<file path="config.mk">
export PLATFORM = sky130hd
export DESIGN_NAME = dic_channel_top
export DESIGN_NICKNAME = d
export VERILOG_FILES = /design/src/rtl/dic_channel_top.v
export VERILOG_INCLUDE_DIRS = /design/src /design/src/rtl
export SDC_FILE = /design/constraint.sdc
export NUM_CORES = 1
export LEC_CHECK = 0
export BUFFER_PORTS_ARGS = -buffer_cell sky130_fd_sc_hd__buf_2
export CELL_PAD_IN_SITES_DETAIL_PLACEMENT = 1
export CELL_PAD_IN_SITES_GLOBAL_PLACEMENT = 2
export CORE_ASPECT_RATIO = 1.1
export CORE_UTILIZATION = 42
export CTS_CLUSTER_SIZE = 28
export DETAILED_ROUTE_END_ITERATION = 10
export PLACE_DENSITY_LB_ADDON = 0.1
export SETUP_SLACK_MARGIN = 0.05
export SLEW_MARGIN = 20
export SYNTH_ARGS = -nofsm -noshare
export SYNTH_HDL_FRONTEND = slang
export SYNTH_MEMORY_MAX_BITS = 65536
export SYNTH_SLANG_ARGS = --single-unit
</file>
<file path="constraint.sdc">
create_clock -name core_clk -period 10.45 [get_ports core_clk]
set_input_delay 2.09 -clock core_clk [delete_from_list [all_inputs] [get_ports core_clk]]
set_output_delay 2.09 -clock core_clk [all_outputs]
set_load 0.02 [all_outputs]
</file>
<file path="src/rtl/dic_map.vh">
`ifndef DIC_MAP_VH
`define DIC_MAP_VH
// register offsets (word index on the plain register port)
`define DIC_OFF_CH_CFG0 4'h0
`define DIC_OFF_CH_CFG1 4'h1
`define DIC_OFF_CH_CFG2 4'h2
`define DIC_OFF_CH_CFG3 4'h3
`define DIC_OFF_THRESH 4'h4
`define DIC_OFF_PIN_CFG 4'h5
`define DIC_OFF_STATE 4'h6
`define DIC_OFF_FUNC 4'h7
`define DIC_OFF_DRIVE0 4'h8
`define DIC_OFF_DRIVE1 4'h9
`define DIC_OFF_DRIVE2 4'hA
`define DIC_OFF_DRIVE3 4'hB
// input_channel_config fields
`define DIC_CFG_DEB_LSB 0
`define DIC_CFG_DEB_MSB 4
`define DIC_CFG_MODE_BIT 5
`define DIC_CFG_INV_BIT 6
`define DIC_CFG_SRC_BIT 7
`define DIC_CFG_COMP_EN_BIT 8
`define DIC_CFG_SINK_LSB 9
`define DIC_CFG_SINK_MSB 12
`define DIC_CFG_RESET 16'h0000
// threshold_config fields
`define DIC_THR_CODE_LSB 0
`define DIC_THR_CODE_MSB 4
`define DIC_THR_REF_BIT 5
`define DIC_THR_RESET 16'h0000
// channel function codes
`define DIC_FUNC_HIZ 2'h0
`define DIC_FUNC_DIN_LOGIC 2'h1
`define DIC_FUNC_DIN_LOOP 2'h2
// output pin config per channel: 2 bits
`define DIC_PIN_LOW 2'h0
`define DIC_PIN_HIGH 2'h1
`define DIC_PIN_DIN 2'h2
// sink current: 120 uA steps up to 1.8 mA
`define DIC_SINK_STEP_UA 120
`define DIC_SINK_MAX_UA 1800
`define DIC_SINK_MAX_CODE 4'hF
// sampling clock: ~800 ns at a 5 ns core clock
`define DIC_SAMPLE_NS 800
`define DIC_CLK_NS 5
`define DIC_SAMPLE_DIV (`DIC_SAMPLE_NS / `DIC_CLK_NS)
`define DIC_THR_ANALOG_SUPPLY_MAX 5'h1D
`endif

</file>
<file path="src/rtl/dic_channel_top.v">
// Behaviour
// - per channel, software picks raw or filtered terminal voltage for comparator
// - final input states readable in a status register
// - each channel pin can drive its debounced input state
// - per channel sink current code, 0 to 1.8 mA in 120 uA steps
// - one bit selects supply or external reference for threshold DAC
// - threshold code is a five-bit field
// - fixed reference: threshold 0.5 V plus code times 0.5 V, all codes
// - comparator sampled every ~800 ns; samples feed debounce counter
// - five-bit debounce time; code zero bypasses the debouncer
// - codes 01 to 1F map to fixed durations from table
// - per channel mode bit selects counting mode 0 (default) or 1
// - mode 0: up/down count per sample, update output at target
// - mode 0: count starts on difference, direction reverses on return
// - mode 1: count after change until target, then toggle and clear
// - mode 1: clear count when sample equals current output
// - invert bit inverts debounced state before status register
// - loop powered mode sources current limited by drive code
// - result always goes to status register, and also to pins where pin config selects it
// - selecting a digital input function sets comparator on, sink off
`timescale 1ns/1ps
`default_nettype none
`include "dic_map.vh"
module dic_channel_top (
  // clock and reset
  input wire core_clk,
  input wire arst_n,
  // register port
  input wire [3:0] reg_addr,
  input wire [15:0] reg_wdata,
  input wire reg_wr,
  input wire reg_rd,
  output reg [15:0] reg_rdata,
  // analog front end: comparator results for raw and filtered sense
  input wire [3:0] unfiltered_terminal_sense,
  input wire [3:0] filtered_terminal_sense,
  // analog controls
  output reg [3:0] sense_select,
  output reg [3:0] comparator_enable,
  output reg [15:0] sink_code,
  output reg threshold_reference_select,
  output reg [4:0] threshold_code,
  output reg [3:0] loop_source_enable,
  output reg [51:0] loop_current_limit,
  // per channel output pins
  output reg [3:0] channel_output_pin
);

  reg [15:0] cfg_q [0:3];
  reg [15:0] thr_q;
  reg [7:0] pin_cfg_q;
  reg [7:0] func_q;
  reg [12:0] drive_q [0:3];
  reg [7:0] div_q;
  reg tick_q;
  reg [3:0] deb_q;
  reg [16:0] cnt_q [0:3];
  reg [3:0] state_q;
  integer i;

  // debounce duration lookup in 800 ns samples, rounded to nearest
  // 17 bits so the longest duration (about 94k samples) fits without saturating
  function [16:0] dic_target;
    input [4:0] code;
    begin
      case (code)
        5'h01: dic_target = 17'h00010;
        5'h02: dic_target = 17'h00017;
        5'h03: dic_target = 17'h0001E;
        5'h04: dic_target = 17'h00029;
        5'h05: dic_target = 17'h00035;
        5'h06: dic_target = 17'h00046;
        5'h07: dic_target = 17'h0005E;
        5'h08: dic_target = 17'h0007E;
        5'h09: dic_target = 17'h000A3;
        5'h0A: dic_target = 17'h000E2;
        5'h0B: dic_target = 17'h0012D;
        5'h0C: dic_target = 17'h00190;
        5'h0D: dic_target = 17'h0020D;
        5'h0E: dic_target = 17'h002BC;
        5'h0F: dic_target = 17'h003AA;
        5'h10: dic_target = 17'h004E3;
        5'h11: dic_target = 17'h0065A;
        5'h12: dic_target = 17'h008CB;
        5'h13: dic_target = 17'h00BB9;
        5'h14: dic_target = 17'h00FA1;
        5'h15: dic_target = 17'h01483;
        5'h16: dic_target = 17'h01B5A;
        5'h17: dic_target = 17'h0249F;
        5'h18: dic_target = 17'h030D4;
        5'h19: dic_target = 17'h03F7A;
        5'h1A: dic_target = 17'h057E4;
        5'h1B: dic_target = 17'h07530;
        5'h1C: dic_target = 17'h09C41;
        5'h1D: dic_target = 17'h0CD15;
        5'h1E: dic_target = 17'h11170;
        5'h1F: dic_target = 17'h16E36;
        default: dic_target = 17'h00000;
      endcase
    end
  endfunction

  reg [3:0] sample_d;
  reg [3:0] shown;
  always @*
  begin
    for (i = 0; i < 4; i = i + 1)
    begin
      sample_d[i] = cfg_q[i][`DIC_CFG_SRC_BIT] ? filtered_terminal_sense[i]
                                              : unfiltered_terminal_sense[i];
      shown[i] = (cfg_q[i][`DIC_CFG_DEB_MSB:`DIC_CFG_DEB_LSB] == 5'h00) ? sample_d[i]
                                                                        : deb_q[i];
    end
  end

  // register writes; a digital input function select loads comparator on and sink off
  always @(posedge core_clk or negedge arst_n)
  begin
    if (!arst_n)
    begin
      for (i = 0; i < 4; i = i + 1)
      begin
        cfg_q[i] <= `DIC_CFG_RESET;
        drive_q[i] <= 13'h0000;
      end
      thr_q <= `DIC_THR_RESET;
      pin_cfg_q <= 8'h00;
      func_q <= 8'h00;
    end
    else if (reg_wr)
    begin
      case (reg_addr)
        `DIC_OFF_CH_CFG0, `DIC_OFF_CH_CFG1, `DIC_OFF_CH_CFG2, `DIC_OFF_CH_CFG3:
          cfg_q[reg_addr[1:0]] <= {3'h0, reg_wdata[12:0]};
        `DIC_OFF_THRESH: thr_q <= {10'h000, reg_wdata[5:0]};
        `DIC_OFF_PIN_CFG: pin_cfg_q <= reg_wdata[7:0];
        `DIC_OFF_FUNC:
        begin
          func_q <= reg_wdata[7:0];
          for (i = 0; i < 4; i = i + 1)
            if (reg_wdata[2*i +: 2] == `DIC_FUNC_DIN_LOGIC ||
                reg_wdata[2*i +: 2] == `DIC_FUNC_DIN_LOOP)
            begin
              cfg_q[i][`DIC_CFG_COMP_EN_BIT] <= 1'b1;
              cfg_q[i][`DIC_CFG_SINK_MSB:`DIC_CFG_SINK_LSB] <= 4'h0;
            end
        end
        `DIC_OFF_DRIVE0, `DIC_OFF_DRIVE1, `DIC_OFF_DRIVE2, `DIC_OFF_DRIVE3:
          drive_q[reg_addr[1:0]] <= reg_wdata[12:0];
        default: ;
      endcase
    end
  end

  // sample clock divider: one tick per ~800 ns
  always @(posedge core_clk or negedge arst_n)
  begin
    if (!arst_n)
    begin
      div_q <= 8'h00;
      tick_q <= 1'b0;
    end
    else
    begin
      tick_q <= (div_q == 8'd0);
      div_q <= (div_q == (`DIC_SAMPLE_DIV - 1)) ? 8'h00 : div_q + 8'h01;
    end
  end

  // debouncers
  always @(posedge core_clk or negedge arst_n)
  begin
    if (!arst_n)
    begin
      deb_q <= 4'h0;
      for (i = 0; i < 4; i = i + 1)
        cnt_q[i] <= 17'h00000;
    end
    else if (tick_q)
    begin
      for (i = 0; i < 4; i = i + 1)
      begin
        if (cfg_q[i][`DIC_CFG_DEB_MSB:`DIC_CFG_DEB_LSB] == 5'h00)
        begin
          deb_q[i] <= sample_d[i];
          cnt_q[i] <= 17'h00000;
        end
        else if (!cfg_q[i][`DIC_CFG_MODE_BIT])
        begin
          // mode 0: count toward the new level, back down when it returns
          if (sample_d[i] != deb_q[i])
          begin
            if (cnt_q[i] + 17'h00001 >= dic_target(cfg_q[i][4:0]))
            begin
              deb_q[i] <= sample_d[i];
              cnt_q[i] <= 17'h00000;
            end
            else
              cnt_q[i] <= cnt_q[i] + 17'h00001;
          end
          else if (cnt_q[i] != 17'h00000)
            cnt_q[i] <= cnt_q[i] - 17'h00001;
        end
        else
        begin
          if (sample_d[i] == deb_q[i])
            cnt_q[i] <= 17'h00000;
          else if (cnt_q[i] + 17'h00001 >= dic_target(cfg_q[i][4:0]))
          begin
            deb_q[i] <= ~deb_q[i];
            cnt_q[i] <= 17'h00000;
          end
          else
            cnt_q[i] <= cnt_q[i] + 17'h00001;
        end
      end
    end
  end

  // status, read port and pin / analog outputs
  always @(posedge core_clk or negedge arst_n)
  begin
    if (!arst_n)
    begin
      state_q <= 4'h0;
      reg_rdata <= 16'h0000;
      channel_output_pin <= 4'h0;
      sense_select <= 4'h0;
      comparator_enable <= 4'h0;
      sink_code <= 16'h0000;
      threshold_reference_select <= 1'b0;
      threshold_code <= 5'h00;
      loop_source_enable <= 4'h0;
      loop_current_limit <= 52'h0;
    end
    else
    begin
      for (i = 0; i < 4; i = i + 1)
      begin
        state_q[i] <= shown[i] ^ cfg_q[i][`DIC_CFG_INV_BIT];
        case (pin_cfg_q[2*i +: 2])
          `DIC_PIN_HIGH: channel_output_pin[i] <= 1'b1;
          `DIC_PIN_DIN: channel_output_pin[i] <= shown[i] ^ cfg_q[i][`DIC_CFG_INV_BIT];
          default: channel_output_pin[i] <= 1'b0;
        endcase
        sense_select[i] <= cfg_q[i][`DIC_CFG_SRC_BIT];
        comparator_enable[i] <= cfg_q[i][`DIC_CFG_COMP_EN_BIT];
        sink_code[4*i +: 4] <= (cfg_q[i][12:9] > `DIC_SINK_MAX_CODE) ? `DIC_SINK_MAX_CODE
                                                                       : cfg_q[i][12:9];
        loop_source_enable[i] <= (func_q[2*i +: 2] == `DIC_FUNC_DIN_LOOP);
        loop_current_limit[13*i +: 13] <= drive_q[i];
      end
      threshold_reference_select <= thr_q[`DIC_THR_REF_BIT];
      threshold_code <= thr_q[`DIC_THR_CODE_MSB:`DIC_THR_CODE_LSB];
      if (reg_rd)
      begin
        case (reg_addr)
          `DIC_OFF_CH_CFG0, `DIC_OFF_CH_CFG1, `DIC_OFF_CH_CFG2, `DIC_OFF_CH_CFG3:
            reg_rdata <= cfg_q[reg_addr[1:0]];
          `DIC_OFF_THRESH: reg_rdata <= thr_q;
          `DIC_OFF_PIN_CFG: reg_rdata <= {8'h00, pin_cfg_q};
          `DIC_OFF_STATE: reg_rdata <= {12'h000, state_q};
          `DIC_OFF_FUNC: reg_rdata <= {8'h00, func_q};
          `DIC_OFF_DRIVE0, `DIC_OFF_DRIVE1, `DIC_OFF_DRIVE2, `DIC_OFF_DRIVE3:
            reg_rdata <= {3'h0, drive_q[reg_addr[1:0]]};
          default: reg_rdata <= 16'h0000;
        endcase
      end
      else
        reg_rdata <= 16'h0000;
    end
  end

endmodule // dic_channel_top
`default_nettype wire

</file>
==> results of run 1 <==
-- flip-flops by register name, indices dropped and copies added (netlist names) --
signal,cells
thr_q,6
sink_code,16
deb_q,4
reg_rdata,13
cfg_q,52
comparator_enable,4
state_q,4
cnt_q,68
sense_select,4
tick_q,1
loop_source_enable,4
threshold_code,5
func_q,8
loop_current_limit,52
drive_q,52
threshold_reference_select,1
div_q,8
channel_output_pin,4
pin_cfg_q,8
-- cell usage in the layout (no fill, tap or decap), types with 15 or more instances in the layout --
cell type and n:
sky130_fd_sc_hd__mux2_2 107, sky130_fd_sc_hd__ha_1 130, sky130_fd_sc_hd__nor2b_1 17, sky130_fd_sc_hd__nand4_1 30, sky130_fd_sc_hd__or3_1 17, sky130_fd_sc_hd__xnor2_1 65
sky130_fd_sc_hd__nand2b_1 18, sky130_fd_sc_hd__mux4_2 32, sky130_fd_sc_hd__a211oi_1 15, sky130_fd_sc_hd__nand2_1 204, sky130_fd_sc_hd__and3_1 30, sky130_fd_sc_hd__buf_2 130
sky130_fd_sc_hd__xor2_1 35, sky130_fd_sc_hd__inv_1 68, sky130_fd_sc_hd__a31oi_1 38, sky130_fd_sc_hd__a21oi_1 134, sky130_fd_sc_hd__nand3_1 93, sky130_fd_sc_hd__mux2i_1 32
sky130_fd_sc_hd__nor2_1 136, sky130_fd_sc_hd__o21ai_0 151, sky130_fd_sc_hd__nor4_1 18, sky130_fd_sc_hd__nor3_1 63, sky130_fd_sc_hd__o211ai_1 30, sky130_fd_sc_hd__buf_4 22
sky130_fd_sc_hd__clkbuf_16 38, sky130_fd_sc_hd__dfrtp_1 312
-- cell usage after synthesis (all sizes together), types with 9 or more instances --
library cell / n
a211oi: 15
a21o: 9
a21oi: 135
a31oi: 38
a32oi: 14
and2: 12
and3: 30
buf: 31
clkbuf: 124
dfrtp: 314
ha: 130
inv: 69
mux2: 108
mux2i: 32
mux4: 32
nand2: 204
nand2b: 18
nand3: 93
nand4: 30
nor2: 137
nor2b: 17
nor3: 63
nor3b: 10
nor4: 22
o211ai: 31
o21ai: 154
o22ai: 12
o31ai: 11
or2: 11
or3: 17
xnor2: 65
xor2: 35
-- metal layers --
layer	routed length, um	global-route usage, %	part of all wire, %	up-vias
met3	1890	2.79	3.1	103
li1	-	-	-	7755
met1	26500	32.5	43	8381
met2	30900	45.1	50	288
met4	1940	9.22	3.2	0
met5	0	0	0	-
-- cells by family (layout without fill, tap and decap cells) --
logic type,after synthesis,after routing,synth area share [%]
AND/OR/NAND/NOR,697,697,17.3
AO/OA/AOI/OAI,483,483,14.9
flip-flops,314,314,39.4
buffers and inverters,227,292,4.53
multiplexers,172,172,11.3
adder cells (fa/ha/maj),130,130,8.16
XOR/XNOR,100,100,4.39
other,1,3,0.0188
-- final cells by class --
cell class / count / area share [%]
multi-input combinational: 1585 / 50.4
timing repair buffer: 153 / 3.75
tap: 595 / 3.36
clock inverter: 16 / 0.948
sequential: 314 / 35.4
clock buffer: 51 / 4.87
inverter: 72 / 1.22
-- power by group through the flow --
stage	registers, mW	clock network, mW	logic, mW
final	1.64	1.37	1.36
after global routing	1.67	1.44	1.51
after CTS	1.64	1.40	1.38
after detailed placement	1.66	0	1.36
after global placement	1.65	0	1.32
after floorplan	1.65	0	0.902
-- worst min path at each step --
stage | endpoint | depth (start not counted)
final | threshold_reference_select$_DFF_PN0_ | 0
after global routing | loop_current_limit[10]$_DFF_PN0_ | 0
after CTS | loop_current_limit[46]$_DFF_PN0_ | 0
after detailed placement | loop_current_limit[46]$_DFF_PN0_ | 0
after global placement | loop_current_limit[45]$_DFF_PN0_ | 0
after floorplan | comparator_enable[0]$_DFF_PN0_ | 0
-- critical path, stage by stage --
cell	delay [ns]
sky130_fd_sc_hd__buf_2	0.08
sky130_fd_sc_hd__buf_4	0.55
sky130_fd_sc_hd__nor2b_1	0.50
sky130_fd_sc_hd__nand3_1	0.55
sky130_fd_sc_hd__a22oi_1	0.90
sky130_fd_sc_hd__mux2_2	0.43
-- through the flow --
step	utilization [%]	hold WS [ns]	total power [mW]
2_1_floorplan	-	0.364	2.55
3_3_place_gp	44.7	0.378	2.97
3_5_place_dp	44.7	0.385	3.03
4_1_cts	47.5	0.399	4.42
5_1_grt	47.5	0.410	4.63
6_report	47.5	0.396	4.37
==> results, run 1 <==
- The clock tree synthesis step divided the H-tree into 2 levels.
- During placement, the flow inserted port buffers numbering 131.
- The worst setup slack after placement is 5.32 ns.
- The number of cells on the worst reg-to-reg path is 13.
- Setup repair after global routing left no endpoint under its margin.
- The net count of the finished layout is 2326.
- The post-synthesis average cell area is 9.39 sq um.
- The initial detailed-routing violation count is 854.
- The final non-filler cell total is 2786.
- The number of nets still failing antenna checks after routing is 0.
- In this run the tightest slew margin relative to its limit is 24.8%.
- For this design the total switching power over the nets is 1.63 mW.
- The slew at the pin with the worst max-slew slack is 1.12 ns.
- During synthesis, Yosys emitted a total of 0 warnings.
- The via density per instance is 5.93.
- Routability-driven placement finished with a final weighted congestion of 0.841.
- The worst setup path is captured at a flip-flop.
- The final setup TNS is 0 ns.
- After global routing the overflow that remains totals 0.
- Counting every sink on the clock net gives 314.
- The clock skew is 0.0349 ns.
- The post-place instance area is 20900 sq um.
- The number of global-route vias before repair is 17400.
- The start-to-end type of the worst setup path is primary input to flip-flop.
- TritonCTS built the clock tree.
- The maximum count of clock buffers along a single path is 3.
- The wire length of the first global-routing pass is 98200 um.
- Dividing total power by cell area gives a power density of 197 nW/um^2.
- The number of antenna diodes in the final layout is 0.
- In this run, post-CTS hold repair placed 0 buffers.
- The post-CTS setup-driven buffer insertion count is 0.
- After floorplanning, the core was divided into 83 placement rows.
- The total area of multi-input combinational cells is 11200 sq um.
- The die outline height is 231 um.
- IR analysis of the VDD net gives a maximum drop of 0.000115 V.
- The data arrival time of the critical path is 5.11 ns.
- The sequential cells in the finished layout cover a total of 7860 sq um.
- In this run the worst setup path terminates at cfg_q[24]$_DFFE_PN0P_.
- The die is 210 um wide.
- The summed instance area of the synthesized netlist is 19900 sq um.
- The path class of the tightest hold or removal check is flip-flop to flip-flop.
- Counting flops with a built-in enable in the synthesized netlist gives 0.
- The final setup violation count is 0.
- The internal power of the cells totals 2.74 mW.
- Net switching is 37.4% of the power.
- The effective utilization at floorplan is 42.7%.
- The number of distinct library cell variants in the gate-level netlist after synthesis is 76.
- The maximum clock frequency is 214 MHz.
- The synthesized design spends more area on one cell type than any other, namely sky130_fd_sc_hd__dfrtp_1.
- The post-placement cell count is 2719.
- The worst hold path startpoint is thr_q[5]$_DFFE_PN0P_.
- The time the worst path needs with I/O delays and setup is 4.67 ns.
- The flow ran to the end, and the final reports show no timing, DRC or antenna violations.
- The total leakage power is 9.99 nW.
- The number of CTS-inserted buffers is 38.
- After floorplanning, the core was sized to cover 46700 sq um.
- The ratio of cells with drive above 1 in the final layout is 17.6%.
- For this run, the leading register cell type out of synthesis is sky130_fd_sc_hd__dfrtp_1.
- After clock tree synthesis, the clock-pin slew on the worst setup and hold paths is 0.06 ns.
- Entering global routing, the biggest net connects 117 pins.
- In this run the clock root is driven by a sky130_fd_sc_hd__clkbuf_16.
- The sequential area share after synthesis is 39.4%.
- After synthesis, the cell types taking the most area are sky130_fd_sc_hd__dfrtp_1 (39%), sky130_fd_sc_hd__ha_1 (8.2%), sky130_fd_sc_hd__mux2_2 (6.0%).
- Across all register-to-register paths, the minimum setup slack is 5.86 ns.
- The synthesized design contains 314 register bits.
- In the routed design, unresolved DRC markers number 0.
- The final wirelength is 61300 um.
- The launching element of the worst setup path is reg_addr[1].
- The top-level port count is 138.
- The combinational cell fraction of total power is 31.1%.
- The HPWL after detailed placement is 42900 um.
- The count of endpoints failing hold in the final timing report was 0.
- Across the run, the number of max-cap violations was 0.
- The filler cells instantiated in the layout total 5288.
- The quantity of gates resized following cts is 0.
- The die footprint is 48400 sq um.
- The capturing point of the worst reg2reg path is cnt_q[53]$_DFFE_PN0P_.
- The overall via count from detail_route is 16500.
- Setup slack on the critical path of the routed design comes to 5.78 ns.
- The ratio of final minimum period to clock period is 44.7%.
- In this run the biggest area consumer among cell types represents 39.4% of the synthesized area.
- The gate count of the mapped netlist is 2124.
- The final cell area excluding filler cells is 22200 sq um.
- After detailed routing, the average wire length per cell comes to 22.0 um.
- The all-layer global routing usage is 25.7%.
- STA classifies the critical path startpoint as a primary input.
- The share of synthesized registers carrying an async set or reset is 100%.
- The number of antenna violations at the first check in global routing was 0.
- The portion of total power attributed to the clock network is 31.3%.
- The area growth from synthesis to layout is 11.2%.
- The start of the worst register-to-register path is cfg_q[49]$_DFFE_PN0P_.
- The later pin in the worst-skew pair is clocked with a latency of 0.58 ns.
- The first detailed-routing pass ran for 5 iterations.
- The number of max-slew violations in the final report came to 0.
- Sequential cells account for 37.6% of the total power.
- For the worst setup path, the data required time is 10.90 ns.
- The critical-path maximum fanout is 42.
Note: power is estimated with default switching activity, not from simulation.
==> run 2: changes to the inputs <==
Settings changed: CORE_UTILIZATION 42 to 35.
Clock period 10.45 ns to 4.1 ns, I/O delays scaled along.
==> run 2 against run 1 <==
Sequential cell count stayed put. Combinational power grew to 2.7 times the previous value. Utilization is 6.6 points lower. Clock power grew to 2.7 times the previous value. Non-clock buffer count is 58 higher. Critical path type is now flip-flop to flip-flop. Largest cell class unchanged.
==> results, run 2 (synthesis results as in run 1) <==
- The critical-path maximum fanout came to 17 (-60%).
- The overall via count from detail_route is 16600 (+0.66%).
- The maximum count of clock buffers along a single path is 3 (unchanged).
- The count of standard-cell rows is 91 (+9.6%).
- The area of all sequential standard cells came to 7860 sq um (about the same).
- The ratio of cells with drive above 1 in the final layout was 19.8% (+2.2 points).
- Setup repair after global routing left no endpoint under its margin.
- The clock-pin transition on the worst setup and hold timing paths is 0.07 ns (about the same).
- The endpoint required time on the critical path is 4.59 ns (-6.31 ns).
- The post-CTS setup-driven buffer insertion count is 0 (unchanged).
- The number of nets still failing antenna checks after routing is 0 (unchanged).
- The maximum level of the CTS H-tree came to 2 (unchanged).
- The total leakage power is 10.3 nW (+3.4%).
- The maximum ir drop on the vdd rail is 0.000295 V (+160%).
- The headroom to the max-slew limit is 39.7% (+15 points).
- TritonCTS built the clock tree.
- The clock skew is 0.0180 ns (-0.0169 ns).
- The post-placement cell count is 2926 (+7.6%).
- The number of iterations in the first detailed-routing pass is 5 (unchanged).
- The worst register-to-register path begins at cnt_q[58]$_DFFE_PN0P_.
- The via density per instance is 5.55 (-6.5%).
- The class of the tightest hold or removal check is primary input to async pin.
- The post-detailed-route wirelength per cell was 21.2 um (-3.4%).
- The library cell used most frequently in the layout, excluding fill and tap cells, is sky130_fd_sc_hd__dfrtp_1.
- The worst path in the final design needs a cycle of 3.79 ns, including I/O delays and setup.
- The total of hold buffers inserted after clock tree synthesis came to 0 (unchanged).
- The quantity of gates resized following cts is 0 (unchanged).
- In this run the worst setup path terminates at cnt_q[53]$_DFFE_PN0P_.
- The run finished with clean final reports.
- The count of endpoints failing hold in the final timing report came to 0 (unchanged).
- The pin count of the biggest net entering global routing was 81 (-31%).
- The wire length of the first global-routing pass was 102000 um (+3.9%).
- The critical path launch point type is a flip-flop.
- The maximum clock frequency is 264 MHz.
- The peak per-stage delay on the critical path is 0.51 ns (-0.39 ns).
- The final cell utilization of the core is 40.9% (-6.6 points).
- The final wirelength was 63700 um (+4.0%).
- The endpoint identified for the worst register-to-register timing path is cnt_q[53]$_DFFE_PN0P_.
- Traced cell by cell, the critical path runs through and3_1 -> and4_1 -> and3_1 -> nand4_1 -> xor2_1 -> inv_1 -> ha_1 -> a21oi_1 -> nand2_1 -> a221oi_1 -> nand4b_1 -> buf_4 -> o221a_2 -> a22oi_1.
- The final setup TNS is 0 ns (unchanged).
- The total power after layout came to 11.5 mW (+160%).
- The total overflow reported by the global router is 0 (unchanged).
- The source-to-sink clock delay at the later pin of the worst-skew pair came to 0.58 ns (about the same).
- The die footprint was 57900 sq um (+20%).
- The max capacitance violation total is 0 (unchanged).
- The slew at the pin with the worst max-slew slack is 0.901 ns (-0.217 ns).
- The final cell area excluding filler cells is 23000 sq um (+3.5%).
- In the layout the commonest cells are sky130_fd_sc_hd__dfrtp_1 (313), sky130_fd_sc_hd__nand2_1 (204), sky130_fd_sc_hd__o21ai_0 (151).
- The placer's final routability congestion estimate is 0.821 (-2.4%).
- The critical path is of the flip-flop to flip-flop type.
- The data arrival time of the critical path came to 4.28 ns (-0.83 ns).
- The root cell of the clock tree is sky130_fd_sc_hd__clkbuf_16.
- The final critical path takes up 92.5% of the cycle.
- The flip-flop count of the largest register, all copies and words added was 68 (unchanged).
- The number of global-route vias before repair is 17500 (+0.48%).
- The number of CTS-inserted buffers was 38 (unchanged).
- The total area of multi-input combinational cells is 11200 sq um (about the same).
- The worst-case setup margin in the final layout is 0.309 ns (-5.47 ns).
- The final setup violation count came to 0 (unchanged).
- The area added between synthesis and finish is 15.1%.
- The initial detailed-routing violation count is 682 (-20%).
- The top-level port count is 138 (unchanged).
- The all-layer global routing usage is 22.2% (-3.5 points).
- The clock sink count came to 314 (unchanged).
- The register-to-register setup slack is 0.31 ns (-5.55 ns).
- STA classifies the critical path endpoint as a flip-flop.
- The number of max-slew violations in the final report is 0 (unchanged).
- The floorplan core area came to 56100 sq um (+20%).
- The power density over the cells is 500 nW/um^2 (+150%).
- The die outline height is 252 um (+9.5%).
- The final non-filler cell total is 2998 (+7.6%).
- The effective utilization at floorplan is 35.5% (-7.1 points).
- The overall die width was 230 um (+9.5%).
- The slowest stage of the critical path is the sky130_fd_sc_hd__dfrtp_1 cell.
- The most critical setup path has its startpoint at cnt_q[58]$_DFFE_PN0P_.
- The final layout net count was 2384 (+2.5%).
- The filler cell count in the final layout came to 6421 (+21%).
- The post-route worst hold slack is 0.196 ns (-0.200 ns).
- The detailed placement HPWL came to 46600 um (+8.7%).
- The post-detailed-route DRC marker count came to 0 (unchanged).
- The number of cells on the worst reg-to-reg path is 14 (+1).
- Counting flops per register, the top entry is cnt_q.
- The number of antenna violations at the first check in global routing is 1 (+1).
- The number of port buffers was 131 (unchanged).
- The post-place instance area came to 21600 sq um (+3.3%).
- The worst setup slack after placement came to 0.397 ns (-4.92 ns).
- The most numerous cell on the critical path is sky130_fd_sc_hd__and3_1.
-- run 2: cell count changes in the layout (fill, tap and decap cells not counted), moves of 2 or more --
cell,before,now
sky130_fd_sc_hd__diode_2,0,3
sky130_fd_sc_hd__inv_6,3,0
sky130_fd_sc_hd__buf_4,22,74
sky130_fd_sc_hd__bufinv_16,2,5
sky130_fd_sc_hd__inv_16,0,2
sky130_fd_sc_hd__clkinvlp_4,1,4
sky130_fd_sc_hd__buf_12,0,6
sky130_fd_sc_hd__clkinv_4,5,1
-- run 2: worst min path at each step --
stage                                 start                          endpoint  slack [ns]  depth (start not counted)
floorplan             cfg_q[56]$_DFFE_PN0P_    comparator_enable[0]$_DFF_PN0_        0.36                          0
CTS                                  arst_n             cnt_q[55]$_DFFE_PN0P_        0.24                          1
global placement     drive_q[6]$_DFFE_PN0P_  loop_current_limit[45]$_DFF_PN0_        0.38                          0
global route                         arst_n             cnt_q[55]$_DFFE_PN0P_        0.25                          1
detailed placement  drive_q[51]$_DFFE_PN0P_  loop_current_limit[12]$_DFF_PN0_        0.38                          0
finish                               arst_n             cnt_q[55]$_DFFE_PN0P_        0.20                          1
-- run 2: routing by layer --
| metal | vias to the layer above | track usage, % | wire [um] |
|---|---|---|---|
| li1 | 7883 | - | - |
| met1 | 8431 | 29.0 | 28600 |
| met2 | 246 | 38.7 | 31700 |
| met3 | 76 | 2.62 | 1870 |
| met4 | 0 | 5.94 | 1480 |
| met5 | - | 0 | 0 |
-- run 2: cell type report --
class | count | share of cell area [%]
tap | 744 | 4.06
antenna | 3 | 0.0327
sequential | 314 | 34.2
timing repair buffer | 211 | 5.84
inverter | 72 | 1.18
clock inverter | 16 | 1.13
multi-input combinational | 1585 | 48.7
clock buffer | 53 | 4.78
-- run 2: where the power goes --
group / internal [mW] / switching [mW]
Combinational: 1.43 / 2.24
Sequential: 3.63 / 0.474
Clock: 2.21 / 1.48
Total: 7.27 / 4.20
-- run 2: worst max-delay path: cells and delay by family (launching register included) --
family	cells	cell delay [ns]
AOI/OAI and AO/OA	4	1.09
and+or+nand+nor	6	1.07
DFF	1	0.51
xor gates and xnor gates	1	0.35
adders and majority gates	1	0.33
buffers and inverters	2	0.32
